`config.mk`:
```
export PLATFORM = sky130hd
export DESIGN_NAME = dsadc_ctrl
export DESIGN_NICKNAME = d
export VERILOG_FILES = /design/src/pkg/dsadc_pkg.sv /design/src/hdl/dsadc_ctrl.sv
export SDC_FILE = /design/constraint.sdc
export NUM_CORES = 1
export LEC_CHECK = 0
export ABC_AREA = 1
export ABC_CLOCK_PERIOD_IN_PS = 9600
export BUFFER_PORTS_ARGS = -buffer_cell sky130_fd_sc_hd__buf_2
export CORE_ASPECT_RATIO = 0.7
export CORE_MARGIN = 2
export CORE_UTILIZATION = 45
export CTS_CLUSTER_DIAMETER = 200
export DETAILED_ROUTE_END_ITERATION = 12
export HOLD_SLACK_MARGIN = 0.12
export SETUP_SLACK_MARGIN = 0.15
export SLEW_MARGIN = 20
export SYNTH_ARGS = -nofsm -noshare
export SYNTH_HDL_FRONTEND = slang
export SYNTH_SLANG_ARGS = --single-unit
```
`constraint.sdc`:
```
create_clock -name i_ref_clk -period 9.6 [get_ports i_ref_clk]
set_input_delay 1.92 -clock i_ref_clk [delete_from_list [all_inputs] [get_ports i_ref_clk]]
set_output_delay 1.92 -clock i_ref_clk [all_outputs]
set_load 0.02 [all_outputs]
```
`src/pkg/dsadc_pkg.sv`:
```
// constants and types for the oversampling converter control block
package dsadc_pkg;
   // ------------------------------------------------------------------
   // bus and data widths
   // ------------------------------------------------------------------
   localparam int ADDR_W   = 4;
   localparam int DATA_W   = 16;
   localparam int RES_W    = 12;
   localparam int CNT_W    = 9;
   localparam int SUM_W    = 11;

   typedef struct packed {
      logic [ADDR_W-1:0] addr;
      logic [DATA_W-1:0] wdata;
      logic              wr;
      logic              rd;
   } dsadc_bus_t;

   typedef enum logic [1:0] {
      MODE_SINGLE = 2'b00,
      MODE_MULTI  = 2'b01,
      MODE_CONT   = 2'b10,
      MODE_TURBO  = 2'b11
   } dsadc_mode_t;

   typedef enum logic [1:0] {
      ST_IDLE = 2'b00,
      ST_RUN  = 2'b01,
      ST_HOLD = 2'b10
   } dsadc_state_t;

   // ------------------------------------------------------------------
   // register offsets
   // ------------------------------------------------------------------
   localparam logic [ADDR_W-1:0] REG_CTRL     = 4'h0;
   localparam logic [ADDR_W-1:0] REG_STATUS   = 4'h1;
   localparam logic [ADDR_W-1:0] REG_RESULT   = 4'h2;
   localparam logic [ADDR_W-1:0] REG_INT_STAT = 4'h3;
   localparam logic [ADDR_W-1:0] REG_INT_EN   = 4'h4;
   localparam logic [ADDR_W-1:0] REG_INT_CLR  = 4'h5;

   // ------------------------------------------------------------------
   // field positions and reset values
   // ------------------------------------------------------------------
   localparam int CTRL_MODE_LSB  = 0;
   localparam int CTRL_RES8_BIT  = 2;
   localparam int CTRL_START_BIT = 3;
   localparam int CTRL_STOP_BIT  = 4;
   localparam int STAT_EOC_BIT   = 0;
   localparam int STAT_BUSY_BIT  = 1;
   localparam int INT_EOC_BIT    = 0;
   localparam int INT_OVR_BIT    = 1;
   localparam int INT_W          = 2;
   localparam dsadc_mode_t      MODE_RST   = MODE_SINGLE;
   localparam logic [INT_W-1:0] INT_EN_RST = 2'h0;

   // ------------------------------------------------------------------
   // timing: modulator bit period and decimation lengths
   // ------------------------------------------------------------------
   localparam int CLK_PERIOD_NS = 10;
   localparam int MOD_PERIOD_NS = 20;
   localparam int MOD_DIV       = (MOD_PERIOD_NS + CLK_PERIOD_NS - 1) / CLK_PERIOD_NS;
   localparam logic [CNT_W-1:0] OSR_HI = 9'h100;
   localparam logic [CNT_W-1:0] OSR_LO = 9'h080;
   localparam logic [1:0]       PRIME_CONV = 2'h3;
endpackage

```
`src/hdl/dsadc_ctrl.sv`:
```
// conversion sequencer and decimator for the oversampling converter
//
// Local design decisions: the address map and the address-and-strobe port.
`timescale 1ns/1ps

module dsadc_ctrl (
   // clock and reset
   input  wire logic                       i_ref_clk,
   input  wire logic                       i_srst,
   // register port
   input  wire dsadc_pkg::dsadc_bus_t      i_bus,
   output logic [dsadc_pkg::DATA_W-1:0]    o_rdata,
   // converter side
   input  wire logic                       i_mod_bit,
   input  wire logic                       i_soc,
   input  wire logic                       i_chan_sw,
   // events
   output logic                            o_eoc,
   output logic                            o_irq
);
   import dsadc_pkg::*;

   // ------------------------------------------------------------------
   // synchronisers and modulator sample enable
   // ------------------------------------------------------------------
   logic soc_s1_q, soc_s2_q, soc_s3_q, mod_s1_q, mod_s2_q;
   logic [3:0] div_q;
   logic       mod_en_q;

   always_ff @(posedge i_ref_clk) begin
      if (i_srst) begin
         soc_s1_q <= 1'b0;
         soc_s2_q <= 1'b0;
         soc_s3_q <= 1'b0;
         mod_s1_q <= 1'b0;
         mod_s2_q <= 1'b0;
      end else begin
         soc_s1_q <= i_soc;
         soc_s2_q <= soc_s1_q;
         soc_s3_q <= soc_s2_q;
         mod_s1_q <= i_mod_bit;
         mod_s2_q <= mod_s1_q;
      end
   end

   always_ff @(posedge i_ref_clk) begin
      if (i_srst) begin
         div_q    <= 4'h0;
         mod_en_q <= 1'b0;
      end else begin
         mod_en_q <= (div_q == 4'(MOD_DIV - 1));
         div_q    <= (div_q == 4'(MOD_DIV - 1)) ? 4'h0 : div_q + 4'h1;
      end
   end

   // ------------------------------------------------------------------
   // register decode
   // ------------------------------------------------------------------
   dsadc_mode_t       mode_q;
   logic              res8_q;
   logic [INT_W-1:0]  int_en_q, int_stat_q;
   logic              wr_ctrl, sw_start, sw_stop, rd_result, soc_rise, start_req;

   assign wr_ctrl   = i_bus.wr && (i_bus.addr == REG_CTRL);
   assign sw_start  = wr_ctrl && i_bus.wdata[CTRL_START_BIT];
   assign sw_stop   = wr_ctrl && i_bus.wdata[CTRL_STOP_BIT];
   assign rd_result = i_bus.rd && (i_bus.addr == REG_RESULT);
   assign soc_rise  = soc_s2_q && !soc_s3_q;
   assign start_req = sw_start || soc_rise;

   always_ff @(posedge i_ref_clk) begin
      if (i_srst) begin
         mode_q   <= MODE_RST;
         res8_q   <= 1'b0;
         int_en_q <= INT_EN_RST;
      end else begin
         if (wr_ctrl) begin
            mode_q <= dsadc_mode_t'(i_bus.wdata[CTRL_MODE_LSB +: 2]);
            res8_q <= i_bus.wdata[CTRL_RES8_BIT];
         end
         if (i_bus.wr && (i_bus.addr == REG_INT_EN)) begin
            int_en_q <= i_bus.wdata[INT_W-1:0];
         end
      end
   end

   // ------------------------------------------------------------------
   // sequencer
   // ------------------------------------------------------------------
   dsadc_state_t      state_q;
   logic [CNT_W-1:0]  bit_cnt_q, ones_q, osr;
   logic [1:0]        prime_q;
   logic              conv_done, result_ev, multi_md;

   assign osr       = res8_q ? OSR_LO : OSR_HI;
   assign conv_done = (state_q == ST_RUN) && mod_en_q && (bit_cnt_q == osr - 9'h001);
   assign result_ev = conv_done && (prime_q == PRIME_CONV) && !i_chan_sw && !sw_stop;
   assign multi_md  = (mode_q == MODE_MULTI) || (mode_q == MODE_TURBO);

   always_ff @(posedge i_ref_clk) begin
      if (i_srst) begin
         state_q <= ST_IDLE;
      end else if (sw_stop) begin
         state_q <= ST_IDLE;
      end else begin
         unique case (state_q)
            ST_IDLE: begin
               if (start_req) begin
                  state_q <= ST_RUN;
               end
            end
            ST_RUN: begin
               if (result_ev && mode_q == MODE_SINGLE) begin
                  state_q <= ST_HOLD;
               end
            end
            ST_HOLD: begin
               if (rd_result) begin
                  state_q <= ST_IDLE;
               end
            end
            default: state_q <= ST_IDLE;
         endcase
      end
   end

   always_ff @(posedge i_ref_clk) begin
      if (i_srst || state_q != ST_RUN || i_chan_sw) begin
         bit_cnt_q <= 9'h000;
         ones_q    <= 9'h000;
      end else if (mod_en_q) begin
         bit_cnt_q <= conv_done ? 9'h000 : bit_cnt_q + 9'h001;
         ones_q    <= conv_done ? 9'h000 : ones_q + {8'h00, mod_s2_q};
      end
   end

   always_ff @(posedge i_ref_clk) begin
      if (i_srst || state_q == ST_IDLE || i_chan_sw) begin
         prime_q <= 2'h0;
      end else if (result_ev && multi_md) begin
         prime_q <= 2'h0;
      end else if (conv_done && prime_q != PRIME_CONV) begin
         prime_q <= prime_q + 2'h1;
      end
   end

   // ------------------------------------------------------------------
   // decimator: sum of last four conversions
   // ------------------------------------------------------------------
   logic [CNT_W-1:0] hist_q [3];
   logic [SUM_W-1:0] sum;
   logic [RES_W-1:0] res_w, result_q;
   logic [CNT_W-1:0] last;

   assign last = ones_q + {8'h00, mod_s2_q};
   assign sum  = SUM_W'(last) + SUM_W'(hist_q[0]) + SUM_W'(hist_q[1]) + SUM_W'(hist_q[2]);

   always_comb begin
      if (res8_q) begin
         // 8-bit full scale is a sum of 512
         res_w = sum[9] ? 12'h0FF : {4'h0, sum[8:1]};
      end else begin
         res_w = sum[SUM_W-1] ? 12'hFFF : {sum[9:0], 2'h0};
      end
   end

   always_ff @(posedge i_ref_clk) begin
      if (i_srst || state_q == ST_IDLE) begin
         hist_q[0] <= 9'h000;
         hist_q[1] <= 9'h000;
         hist_q[2] <= 9'h000;
      end else if (conv_done) begin
         hist_q[0] <= last;
         hist_q[1] <= hist_q[0];
         hist_q[2] <= hist_q[1];
      end
   end

   always_ff @(posedge i_ref_clk) begin
      if (i_srst) begin
         result_q <= 12'h000;
      end else if (result_ev) begin
         result_q <= res_w;
      end
   end

   // ------------------------------------------------------------------
   // end of conversion and interrupts
   // ------------------------------------------------------------------
   logic eoc_q, irq_q;
   logic [INT_W-1:0] int_clr, int_set;

   always_ff @(posedge i_ref_clk) begin
      if (i_srst) begin
         eoc_q <= 1'b0;
      end else if (result_ev) begin
         eoc_q <= 1'b1;
      end else if (rd_result) begin
         eoc_q <= 1'b0;
      end
   end

   assign int_clr = (i_bus.wr && i_bus.addr == REG_INT_CLR) ? i_bus.wdata[INT_W-1:0] : 2'h0;
   assign int_set = {result_ev && eoc_q && !rd_result, result_ev};

   always_ff @(posedge i_ref_clk) begin
      if (i_srst) begin
         int_stat_q <= 2'h0;
         irq_q      <= 1'b0;
      end else begin
         int_stat_q <= (int_stat_q & ~int_clr) | int_set;
         irq_q      <= |(((int_stat_q & ~int_clr) | int_set) & int_en_q);
      end
   end

   // ------------------------------------------------------------------
   // read data
   // ------------------------------------------------------------------
   logic [DATA_W-1:0] rdata_q;

   always_ff @(posedge i_ref_clk) begin
      if (i_srst) begin
         rdata_q <= 16'h0000;
      end else if (i_bus.rd) begin
         unique case (i_bus.addr)
            REG_CTRL:     rdata_q <= {13'h0000, res8_q, mode_q};
            REG_STATUS:   rdata_q <= {14'h0000, state_q != ST_IDLE, eoc_q};
            REG_RESULT:   rdata_q <= {4'h0, result_q};
            REG_INT_STAT: rdata_q <= {14'h0000, int_stat_q};
            REG_INT_EN:   rdata_q <= {14'h0000, int_en_q};
            default:      rdata_q <= 16'h0000;
         endcase
      end else begin
         rdata_q <= 16'h0000;
      end
   end

   assign o_rdata = rdata_q;
   assign o_eoc   = eoc_q;
   assign o_irq   = irq_q;
endmodule

```
Word level (Yosys, flattened, before mapping) --
Memories as Yosys holds them, arrays and structs flattened. Cells that the tools add are included. W data, S select, Z words.
Word-level totals: bits of input ports 27, RAM bits 27, register bits 69, output and inout bits 18, memories 1, word-level logic and storage cells 113
Operators by class: add/sub/neg operators 8, reduce and logical (&&, ||, !) cells 38, bitwise operators 8, equality and inequality tests 17, muxes and demuxes 22
Memories:
- hist_q | depth 3, bits a word 9, rd ports 3, clocked after Yosys merged registers in 0, wr ports 3, RTL line dsadc_ctrl.sv:150 | logic [CNT_W-1:0] hist_q [3];
Operators by type and width (number):
- $pmux W12 S5 | 1
- $mux W9 | 6
- $mux W12 | 2
- $logic_and A1 B1 Y1 | 17
- $add A10 B9 Y11 | 1
- $add A11 B9 Y11 | 1
- $add A9 B9 Y10 | 1
- $reduce_or A2 Y1 | 5
- $add A9 B1 Y9 | 1
- $add A9 B1 Y9 const B | 1
- $eq A9 B9 Y1 | 1
- $sub A9 B1 Y9 const B | 1
- $eq A4 B1 Y1 const B | 2
- $eq A4 B2 Y1 const B | 2
- $eq A4 B3 Y1 const B | 2
- $mux W2 | 4
- $mux W8 | 1
- $mux W1 | 7
- $eq A2 B2 Y1 const B | 3
- $logic_or A1 B1 Y1 | 6
- $ne A2 B2 Y1 const B | 3
- $pmux W2 S3 | 1
- $add A4 B1 Y4 const B | 1
- $and A2 B2 Y2 | 2
- other kinds (12) | 21

Depth between registers and ports, before layout --
Gate-level depths: netlist (run 1).
word-level depth 12, gate-level depth with buffers 23, mapped depth without buffers 23

Worst setup path before layout (run 1) --
Ideal clock, no wire load.
kind register -> register, from register ones_q[0], to register result_q[1], cell stages (with the launch flop) 18, slack 6048 ps, path buffers 0, required time 9472 ps, period minus slack after synthesis 3552 ps, setup time 128 ps, arrival 3425 ps, cells stage by stage dfxtp_1 ha_1 ha_1 nand2_1 nor3_1 nand3_1 xor2_1 fa_1 fa_1 ha_1 nand2_1 inv_1 a21oi_1 nand3_1 nand2_1 nand2_1 nor2_1 nor2_1
On the way: word-level cells in the longest chain between the ends 6, elaborated cells on any way between the ends 7, classes of those cells add/sub (4); mux (3)
RTL lines:
- from (decl) | RTL line dsadc_ctrl.sv:91 | logic [CNT_W-1:0] bit_cnt_q, ones_q, osr;
- from (signal assigned) | RTL line dsadc_ctrl.sv:133 | ones_q <= conv_done ? 9'h000 : ones_q + {8'h00, mod_s2_q};
- $add A9 B1 Y9 (*) | RTL line dsadc_ctrl.sv:155 | assign last = ones_q + {8'h00, mod_s2_q};
- named net last[8] | RTL line dsadc_ctrl.sv:153 | logic [CNT_W-1:0] last;
- $add A9 B9 Y10 (*) | RTL line dsadc_ctrl.sv:156 | assign sum = SUM_W'(last) + SUM_W'(hist_q[0]) + SUM_W'(hist_q[1]) + SUM_W'(hist_q[2]);
- $add A10 B9 Y11 (*) | RTL line dsadc_ctrl.sv:156
- $add A11 B9 Y11 (*) | RTL line dsadc_ctrl.sv:156
- $mux W12 or $mux W8 (tied branches) | RTL line dsadc_ctrl.sv:163, dsadc_ctrl.sv:161
- $mux W12 (*) | RTL line dsadc_ctrl.sv:159 | if (res8_q) begin
- to (signal assigned) | RTL line dsadc_ctrl.sv:183 | result_q <= res_w;
- to (decl) | RTL line dsadc_ctrl.sv:152 | logic [RES_W-1:0] res_w, result_q;
The timed path passes the listed nets; every way through them passes the cells marked *. A chain may end at the register's enable or synchronous reset.

Worst setup path in the final report (run 1) --
from register ones_q[0], to register result_q[10]
On the way: word-level cells in the longest chain between the ends 6
RTL lines:
- $add A9 B1 Y9 | RTL line dsadc_ctrl.sv:155
- named net last[8] | RTL line dsadc_ctrl.sv:153
- $add A9 B9 Y10 | RTL line dsadc_ctrl.sv:156
- $add A10 B9 Y11 | RTL line dsadc_ctrl.sv:156
- $add A11 B9 Y11 | RTL line dsadc_ctrl.sv:156
- $mux W12 | RTL line dsadc_ctrl.sv:163 | res_w = sum[SUM_W-1] ? 12'hFFF : {sum[9:0], 2'h0};
- $mux W12 | RTL line dsadc_ctrl.sv:159
The timed path passes the listed nets, and every way through them passes these cells.

==> results.cfg, run 1 <==
[outcome]
run_status = finished, final reports clean

[synth]
synth_area_per_cell_um2 = 7.717
synthAdderAreaFrac = 0.1155
synth_xor_area_frac = 0.01412
ys_types = 40
yosys.area_share.simple = 0.2821
ys_ff_latch = 92
mappedNetlistArea_mm2 = 0.004962
ys_warn_count = 0
synth_seq_area_share = 0.4256
synth_top_family_by_area = simple AND/OR/NAND/NOR gates
syn_inst = 643
synth-compound-area-share = 0.05295
synthMuxAreaShare = 0

[place]
place_congestion = 0.8291
dp_hpwl_mm = 7.107
dpl_cell_area_mm2 = 0.005220
port_buffers = 29
preCtsSetupSlack_ns = 5.351

[pwr]
p_per_area_mw_per_mm2 = 155.1
intPower_uw = 661.8
irDropWorstVdd_v = 0.00009945
p_total_uw = 863.5
p_leak_nw = 2.581
p_comb_frac = 0.062
switching_share = 0.2335
p_seq_frac = 0.476
pwr-share-clk = 0.462
p_sw_uw = 201.6

[clocking]
ctsHoldBuffers = 0
cts_num_sinks = 92
path_clk_slew_ns = 0.07
cts_made_buffers = 9
worst_skew_pair.late_latency_ns = 0.34
root_buffer = clkbuf_16
post_cts_resized = 0
clock_path_buffers = 2
htreeDepth = 3
cts_setup_buffers = 0
cts_tree = built

[critical_path]
crit_family = adder cells
crit_type = reg -> reg
critPathBufInv = 2
end_kind = flop
startpoint_type = flop
crit_top_cell = nand2_1
crit_chain = ha_1 -> ha_1 -> nand2_1 -> nor3_1 -> nand3_1 -> xor2_1 -> fa_1 -> fa_1 -> ha_1 -> nand2_1 -> inv_1 -> a21oi_1 -> nand3_1 -> inv_1 -> nand2_1 -> nand2_1 -> a21oi_1
crit_fanout = 7
slowest_stage = fa_1
arrival_ns = 4.49
crit_required_ns = 9.82
slowest_delay_ns = 0.52

[run]
max-cap-violations = 0

[timing]
tns_ns = 0
whs_ns = 0.4140
relSlewSlack = 0.4916
worst_slew_pin_slew_ns = 0.7585
rsz0062_at_grt = no
hold_viol = 0
max_freq_mhz = 234.2
skew_ns = 0.007413
finalSetupViolations = 0
fin_crit_ns = 4.270
drv_slew = 0
setup_ws_ns = 5.330
period_share = 0.4448

[route]
drc = 0
final_antenna_net_count = 0
drt_first_iter_violations = 254
wire_per_inst_um = 11.45
drt_pass1_iterations = 4
num_vias = 3818
wirelength_mm = 9.481
vias_per_cell = 4.611

[die]
dieHeight_um = 91.86
start_util = 0.4557
core-area_mm2 = 0.01089
die_x_um = 129.5
die_area_mm2 = 0.01190
num_rows = 32
pin_count = 45

[grt]
grt_pass1_vias = 3718
met2_usage = 0.2662
track_usage = 0.1812
grt_start_max_net_pins = 28
grt_pass1_wl_mm = 16.97
antenna_found_initial = 0
grtUsageMet3 = 0.04784
grt_util_met1 = 0.2619
busiest_layer = met2
gr-total-overflow = 0

[layout]
fin_nets = 732
drive_gt1_frac = 0.09926
fin_area_mm2 = 0.005567
diodes = 0
area_growth_pct = 12.18

[worst_hold_path]
holdCritPathClass = reg -> reg
[worst reg2reg max path, stage by stage, from the launching register on]
cell	delay [ns]
dfxtp_1	0.37
ha_1	0.17
ha_1	0.16
nand2_1	0.09
nor3_1	0.28
nand3_1	0.14
xor2_1	0.40
fa_1	0.52
fa_1	0.47
ha_1	0.37
nand2_1	0.12
inv_1	0.04
a21oi_1	0.45
nand3_1	0.18
inv_1	0.18
nand2_1	0.07
nand2_1	0.06
a21oi_1	0.06
[state kept, by name, summed over array words and instances (netlist names), 2 cells and up]
name	cells
mode_q	2
state_q	2
prime_q	2
bit_cnt_q	9
int_en_q	2
result_q	12
o_rdata	12
div_q	4
int_stat_q	2
ones_q	9
hist_q	27
[area by class of cell]
cell class,instances,area [µm²]
fill,1099,5324
multi-input combinational,418,2323
sequential,92,2112
inverter,120,450.4
clock buffer,11,275.3
tap,153,191.4
timing repair buffer,29,145.1
clock inverter,5,68.82
[routing by layer]
metal  wire, µm  up-vias  share of wire
met5          0        -              0
met3        465        9          0.049
met4         86        0         0.0091
li1           -     2033              -
met1       4958     1710           0.52
met2       3971       66           0.42
[logic make-up after synthesis]
group	Yosys count
buffers and inverters	136
DFF	92
AOI/OAI and AO/OA	50
adders and majority gates	35
xor gates and xnor gates	8
and+or+nand+nor	321
other	1
[placed cells by master, fill, tap and decap left out, drive strengths merged]
cell      count
a21oi        35
a31oi         1
and3          1
buf          29
bufinv        1
clkbuf       11
clkinv        1
clkinvlp      1
conb          4
dfxtp        65
edfxtp       27
fa           18
ha           17
inv         122
nand2       173
nand3        24
nand3b        2
nand4        14
nor2         91
nor3          8
nor3b         4
nor4          1
o211a         1
o21ai         9
o21bai        1
o22ai         3
or2           3
xnor2         2
xor2          6
[through the flow]
| stage | std cells | util |
|---|---|---|
| 6_report | 828 | 0.5111 |
| 5_1_grt | 828 | 0.5111 |
| 4_1_cts | 828 | 0.5109 |
| 3_5_place_dp | 812 | 0.4793 |
| 3_3_place_gp | 812 | 0.4793 |
| 2_1_floorplan | 646 | - |
[synthesized netlist by cell type (all sizes together)]
library cell,count,area share
xnor2,2,0.0035
buf,11,0.014
clkinv,1,0.00076
a31oi,1,0.0013
a21oi,35,0.035
nand3b,2,0.0030
or2,3,0.0038
o21bai,1,0.0015
nor4,1,0.0013
nand2,173,0.13
conb,1,0.00076
nor2,91,0.077
xor2,6,0.011
nand3,24,0.028
and3,1,0.0013
clkbuf,5,0.0038
nand4,14,0.019
ha,17,0.043
nor3,8,0.010
inv,119,0.090
nor3b,4,0.0061
fa,18,0.073
dfxtp,65,0.26
o22ai,3,0.0038
edfxtp,27,0.16
o211a,1,0.0020
o21ai,9,0.0091
[final timing paths]
check,from,endpoint,slack (ns),depth (start not counted)
min reg2reg,mod_s1_q$_SDFF_PP0_,mod_s2_q$_SDFF_PP0_,0.41,2
max,ones_q[0]$_SDFFE_PP0P_,result_q[10]$_SDFFE_PP0P_,5.33,17
min,mod_s1_q$_SDFF_PP0_,mod_s2_q$_SDFF_PP0_,0.41,2
max reg2reg,ones_q[0]$_SDFFE_PP0P_,result_q[10]$_SDFFE_PP0P_,5.33,17
[power groups by stage]
| stage | Sequential [mW] | Combinational (mW) | Clock, mW |
|---|---|---|---|
| 6_report | 0.411 | 0.0533 | 0.399 |
| 5_1_grt | 0.413 | 0.0623 | 0.427 |
| 4_1_cts | 0.411 | 0.0539 | 0.412 |
| 3_5_place_dp | 0.420 | 0.0537 | 0 |
| 3_3_place_gp | 0.420 | 0.0526 | 0 |
| 2_1_floorplan | 0.419 | 0.0413 | 0 |
(Power assumes the default switching activity.)
==> run 2, diff against run 1 <==
--- a/config.mk
+++ b/config.mk
@@ -6,7 +6,7 @@
 export NUM_CORES = 1
 export LEC_CHECK = 0
 export ABC_AREA = 1
-export ABC_CLOCK_PERIOD_IN_PS = 9600
+export ABC_CLOCK_PERIOD_IN_PS = 4000
 export BUFFER_PORTS_ARGS = -buffer_cell sky130_fd_sc_hd__buf_2
 export CORE_ASPECT_RATIO = 0.7
 export CORE_MARGIN = 2
==> constraint.sdc (replaced) <==
create_clock -name i_ref_clk -period 4 [get_ports i_ref_clk]
set_input_delay 0.8 -clock i_ref_clk [delete_from_list [all_inputs] [get_ports i_ref_clk]]
set_output_delay 0.8 -clock i_ref_clk [all_outputs]
set_load 0.02 [all_outputs]
==> results.cfg, run 2 (synthesis results as in run 1) <==
[route]
vias_per_cell = 4.630
drt_pass1_iterations = 4
wirelength_mm = 9.899
wire_per_inst_um = 11.77
drt_first_iter_violations = 166
drc = 0
num_vias = 3894
final_antenna_net_count = 0

[layout]
final_cell_mix = nand2_1 (161), inv_1 (115), nor2_1 (81)
area_growth_pct = 16.41
final_util = 0.5304
fillers = 1071
diodes = 0
fin_nets = 745
multiInputGateArea_mm2 = 0.002485
seq_area_mm2 = 0.002115
largest_reg_flops = 27
drive_gt1_frac = 0.1599
largest-register = hist_q
mostFrequentLayoutCell = nand2_1
fin_area_mm2 = 0.005777

[critical_path]
startpoint_type = flop
slowest_stage = fa_1
rr_startpoint = ones_q[0]$_SDFFE_PP0P_
end_kind = flop
crit_chain = buf_4 -> ha_1 -> and3_4 -> nand4_1 -> xor2_2 -> fa_1 -> fa_1 -> ha_4 -> nand2_1 -> inv_1 -> a21oi_2 -> nand3_1 -> nand2_2 -> buf_4 -> nand2_1 -> nand2_1 -> nand3_2 -> nand2_1 -> inv_1
crit_required_ns = 4.24
crit_type = reg -> reg
crit_fanout = 5
r2r_slack_ns = 0.35
r2r_end = result_q[4]$_SDFFE_PP0P_
critPathBufInv = 4
crit_family = adder cells
slowest_delay_ns = 0.63
r2r_cells = 19
arrival_ns = 3.89
crit_top_cell = nand2_1

[worst_hold_path]
holdCritPathClass = reg -> reg
worstHoldStart = mod_s1_q$_SDFF_PP0_
worstHoldPathCells = 2
whs_endpoint = mod_s2_q$_SDFF_PP0_

[place]
dpl_cell_area_mm2 = 0.005310
dp_hpwl_mm = 7.306
preCtsSetupSlack_ns = 0.1039
place_congestion = 0.8306
port_buffers = 29

[die]
core-area_mm2 = 0.01089
die_x_um = 129.5
num_rows = 32
pin_count = 45
die_area_mm2 = 0.01190
dieHeight_um = 91.86
start_util = 0.4557

[clocking]
cts_made_buffers = 9
cts_num_sinks = 92
cts_tree = built
path_clk_slew_ns = 0.07
htreeDepth = 3
clock_path_buffers = 2
root_buffer = clkbuf_16
ctsHoldBuffers = 0
worst_skew_pair.late_latency_ns = 0.34

[grt]
gr-total-overflow = 0
grt_start_max_net_pins = 28
grt_pass1_wl_mm = 17.02
track_usage = 0.1808
grt_pass1_vias = 3816
antenna_found_initial = 0

[timing]
drv_slew = 0
relSlewSlack = 0.4915
period_share = 0.9114
finalSetupViolations = 0
max_freq_mhz = 274.3
whs_ns = 0.4124
worst_slew_pin_slew_ns = 0.7587
rsz0062_at_grt = no
skew_ns = 0.009285
hold_viol = 0
fin_crit_ns = 3.646
tns_ns = 0
setup_ws_ns = 0.3543

[pwr]
p_comb_frac = 0.073
p_sw_uw = 502.4
p_per_area_mw_per_mm2 = 340.5
switching_share = 0.2554
p_seq_frac = 0.502
pwr-share-clk = 0.425
p_leak_nw = 2.622
intPower_mw = 1.465
irDropWorstVdd_v = 0.0002615

[run]
max-cap-violations = 0

[outcome]
run_status = finished, final reports clean
run 2: changes by cell type in the layout (fill, tap and decap cells not counted), moves of 3 or more:
cell and delta:
a21oi_1 -3, a21oi_2 +3, buf_4 +13, ha_1 -8
ha_4 +6, nand2_1 -6, nand2_2 +6, nand3_1 -3
nor2_1 -4, nor2_2 +3
run 2: repair_timing:
| action | CTS | global route |
|---|---|---|
| pin swaps | 0 | 14 |
| endpoints found under the setup margin | 12 | 12 |
| cloned | 0 | 0 |
| gates resized for setup | 1 | 36 |
| setup buffers | 1 | 0 |
run 2: how the worst max path moves through the flow:
| stage | start | end | slack [ns] | cells after the start |
|---|---|---|---|---|
| 6_report | ones_q[0]$_SDFFE_PP0P_ | result_q[4]$_SDFFE_PP0P_ | 0.35 | 19 |
| 5_1_grt | ones_q[0]$_SDFFE_PP0P_ | result_q[4]$_SDFFE_PP0P_ | 0.13 | 19 |
| 4_1_cts | mod_s2_q$_SDFF_PP0_ | result_q[7]$_SDFFE_PP0P_ | 0.16 | 22 |
| 3_5_place_dp | mod_s2_q$_SDFF_PP0_ | result_q[5]$_SDFFE_PP0P_ | 0.10 | 21 |
| 3_3_place_gp | mod_s2_q$_SDFF_PP0_ | result_q[5]$_SDFFE_PP0P_ | 0.17 | 21 |
| 2_1_floorplan | ones_q[0]$_SDFFE_PP0P_ | result_q[1]$_SDFFE_PP0P_ | 0.45 | 17 |
run 2: cell type report:
type | count | share of cell area
Clock inverter | 7 | 0.01170
Timing Repair Buffer | 42 | 0.04202
Inverter | 120 | 0.07797
Sequential cell | 92 | 0.3660
Tap cell | 153 | 0.03314
Clock buffer | 9 | 0.03899
Multi-Input combinational cell | 418 | 0.4301
run 2: metrics by stage:
step / total power, mW / cells
detailed placement: 1.140 / 824
finish: 1.967 / 841
CTS: 1.983 / 841
global route: 2.059 / 841
global placement: 1.137 / 824
floorplan: 1.105 / 646
run 2: tightest hold or removal path: cells and delay by family (launching register included):
family,cells,cell delay [ns]
and+or+nand+nor,1,0.04
buffers and inverters,1,0.04
DFF,1,0.30
run 2: layer usage:
layer  vias to the layer above  track usage  routed length (µm)
li1                       2057            -                   -
met1                      1780       0.2573                5181
met2                        47       0.2785                4271
met3                        10      0.04026                 334
met4                         0      0.04839                 112
met5                         -            0                   0
run 2: power groups by stage:
| stage | Clock [mW] | Sequential [mW] | Combinational [mW] |
|---|---|---|---|
| floorplan | 0 | 1.01 | 0.0990 |
| global placement | 0 | 1.01 | 0.129 |
| detailed placement | 0 | 1.01 | 0.132 |
| CTS | 0.863 | 0.987 | 0.133 |
| global route | 0.903 | 0.990 | 0.166 |
| finish | 0.835 | 0.987 | 0.145 |
==> run 3, diff against run 2 <==
--- a/config.mk
+++ b/config.mk
@@ -14,6 +14,7 @@
 export CTS_CLUSTER_DIAMETER = 200
 export DETAILED_ROUTE_END_ITERATION = 12
 export HOLD_SLACK_MARGIN = 0.12
+export PLACE_DENSITY_LB_ADDON = 0.05
 export SETUP_SLACK_MARGIN = 0.15
 export SLEW_MARGIN = 20
 export SYNTH_ARGS = -nofsm -noshare
==> results.cfg, run 3 (synthesis results as in run 1) <==
[outcome]
run_status = finished, final reports clean

[critical_path]
crit_family = adder cells
slowest_stage = fa_1
crit_top_cell = nand2_1
crit_chain = ha_1 -> ha_2 -> fa_1 -> fa_1 -> ha_1 -> fa_1 -> nand3_1 -> nand3_2 -> nand2_1 -> nand2_1 -> nand2_1 -> nand2_2 -> buf_4 -> inv_1 -> nand2_1 -> nand3_1 -> nand2_1 -> inv_1
slowest_delay_ns = 0.47
crit_required_ns = 4.28
r2r_slack_ns = 0.36
rr_startpoint = mod_s2_q$_SDFF_PP0_
critPathBufInv = 3
r2r_cells = 18
crit_path_end = result_q[11]$_SDFFE_PP0P_
arrival_ns = 3.92
startpoint_type = flop
end_kind = flop
crit_type = reg -> reg
r2r_end = result_q[11]$_SDFFE_PP0P_
crit_fanout = 4
crit_start = mod_s2_q$_SDFF_PP0_
cp.depth = 18

[timing]
worst_slew_pin_slew_ns = 0.7956
setup_ws_ns = 0.3595
fin_crit_ns = 3.640
rsz0062_at_grt = no
tns_ns = 0
finalSetupViolations = 0
max_freq_mhz = 274.7
drv_slew = 0
period_share = 0.9101
relSlewSlack = 0.4667
hold_viol = 0
skew_ns = 0.009587

[grt]
busiest_layer = met2
antenna_found_initial = 0
grt_pass1_vias = 3746
grt_start_max_net_pins = 28
grt_util_met1 = 0.2590
grt_pass1_wl_mm = 16.99
track_usage = 0.1798
gr-total-overflow = 0
met2_usage = 0.2719
grtUsageMet3 = 0.03909

[pwr]
p_per_area_mw_per_mm2 = 351.2
p_comb_frac = 0.069
irDropWorstVdd_v = 0.0002318
p_seq_frac = 0.489
intPower_mw = 1.539
switching_share = 0.2377
pwr-share-clk = 0.442
p_sw_uw = 479.9
p_leak_nw = 2.657

[die]
pin_count = 45
dieHeight_um = 91.86
core-area_mm2 = 0.01089
start_util = 0.4557
num_rows = 32
die_x_um = 129.5
die_area_mm2 = 0.01190

[layout]
final_cell_mix = nand2_1 (161), inv_1 (114), nor2_1 (83)
area_growth_pct = 15.83
multiInputGateArea_mm2 = 0.002439
fin_nets = 744
fillers = 1078
diodes = 0
stdcell_count = 840
largest-register = hist_q
largest_reg_flops = 27
mostFrequentLayoutCell = nand2_1
drive_gt1_frac = 0.1470
seq_area_mm2 = 0.002113

[route]
final_antenna_net_count = 0
drt_pass1_iterations = 5
drc = 0
drt_first_iter_violations = 299
wire_per_inst_um = 11.53
vias_per_cell = 4.573
num_vias = 3841
wirelength_mm = 9.682

[clocking]
htreeDepth = 3
root_buffer = clkbuf_16
path_clk_slew_ns = 0.07
worst_skew_pair.late_latency_ns = 0.34
clock_path_buffers = 2
cts_num_sinks = 92
ctsHoldBuffers = 0
cts_tree = built
cts_made_buffers = 9

[place]
place_congestion = 0.8119
dp.cells = 822
dp_hpwl_mm = 7.167
port_buffers = 29
preCtsSetupSlack_ns = 0.09527

[worst_hold_path]
holdCritPathClass = reg -> reg

[run]
max-cap-violations = 0
run 3: changes by cell type in the layout (fill, tap and decap cells not counted), moves of 2 or more:
cell,before,now
a21oi_2,3,1
nor2_1,81,83
inv_6,1,3
inv_4,2,0
buf_4,13,11
a21oi_1,32,34
ha_4,6,4
run 3: how the worst min path moves through the flow:
| stage | startpoint | to | slack (ns) | depth (start not counted) |
|---|---|---|---|---|
| global placement | soc_s1_q$_SDFF_PP0_ | soc_s2_q$_SDFF_PP0_ | 0.39 | 2 |
| detailed placement | soc_s1_q$_SDFF_PP0_ | soc_s2_q$_SDFF_PP0_ | 0.40 | 2 |
| finish | soc_s1_q$_SDFF_PP0_ | soc_s2_q$_SDFF_PP0_ | 0.40 | 2 |
| global route | mod_s1_q$_SDFF_PP0_ | mod_s2_q$_SDFF_PP0_ | 0.42 | 2 |
| floorplan | mod_s1_q$_SDFF_PP0_ | mod_s2_q$_SDFF_PP0_ | 0.39 | 2 |
| CTS | soc_s1_q$_SDFF_PP0_ | soc_s2_q$_SDFF_PP0_ | 0.41 | 2 |
run 3: worst register-to-register path, delay by kind of cell, from the launching register on:
| family | cells | cell delay (ns) |
|---|---|---|
| fa+ha+maj | 6 | 2.23 |
| simple gates | 9 | 0.77 |
| flops | 1 | 0.33 |
| buf+inv | 3 | 0.26 |
run 3: metrics by stage:
| step | hold slack (ns) | utilization | power [mW] | area, µm² |
|---|---|---|---|---|
| 6_report | 0.4049 | 0.5278 | 2.019 | 5748 |
| 4_1_cts | 0.4086 | 0.5172 | 2.047 | 5633 |
| 2_1_floorplan | 0.3883 | - | 1.105 | 4974 |
| 3_5_place_dp | 0.3977 | 0.4862 | 1.141 | 5295 |
| 3_3_place_gp | 0.3912 | 0.4862 | 1.138 | 5295 |
| 5_1_grt | 0.4228 | 0.5278 | 2.108 | 5748 |
run 3: power by group through the flow:
stage / clock (mW) / combinational [mW] / sequential [mW]
after floorplan: 0 / 0.0990 / 1.01
after global placement: 0 / 0.130 / 1.01
after detailed placement: 0 / 0.132 / 1.01
after CTS: 0.926 / 0.134 / 0.987
after global routing: 0.957 / 0.161 / 0.990
final: 0.893 / 0.139 / 0.987
run 3: routing by layer:
metal,vias to the layer above,share of wire,wire [µm]
met4,0,0.0045,44
met2,37,0.43,4211
met3,2,0.030,289
met1,1746,0.53,5137
met5,-,0,0
li1,2056,-,-
run 3: cell type report:
cell class                      instances  share of cell area
Inverter                              120             0.07836
Clock buffer                           10             0.04158
Tap cell                              153             0.03330
Clock inverter                          6             0.01328
Sequential cell                        92              0.3677
Timing Repair Buffer                   41             0.04158
Multi-Input combinational cell        418              0.4242
run 3: what timing repair did:
item | 4_1_cts | 5_1_grt
gates cloned | 0 | 0
pin swaps | 0 | 10
resized for setup | 3 | 25
setup buffers | 0 | 2
setup endpoints to repair | 11 | 12
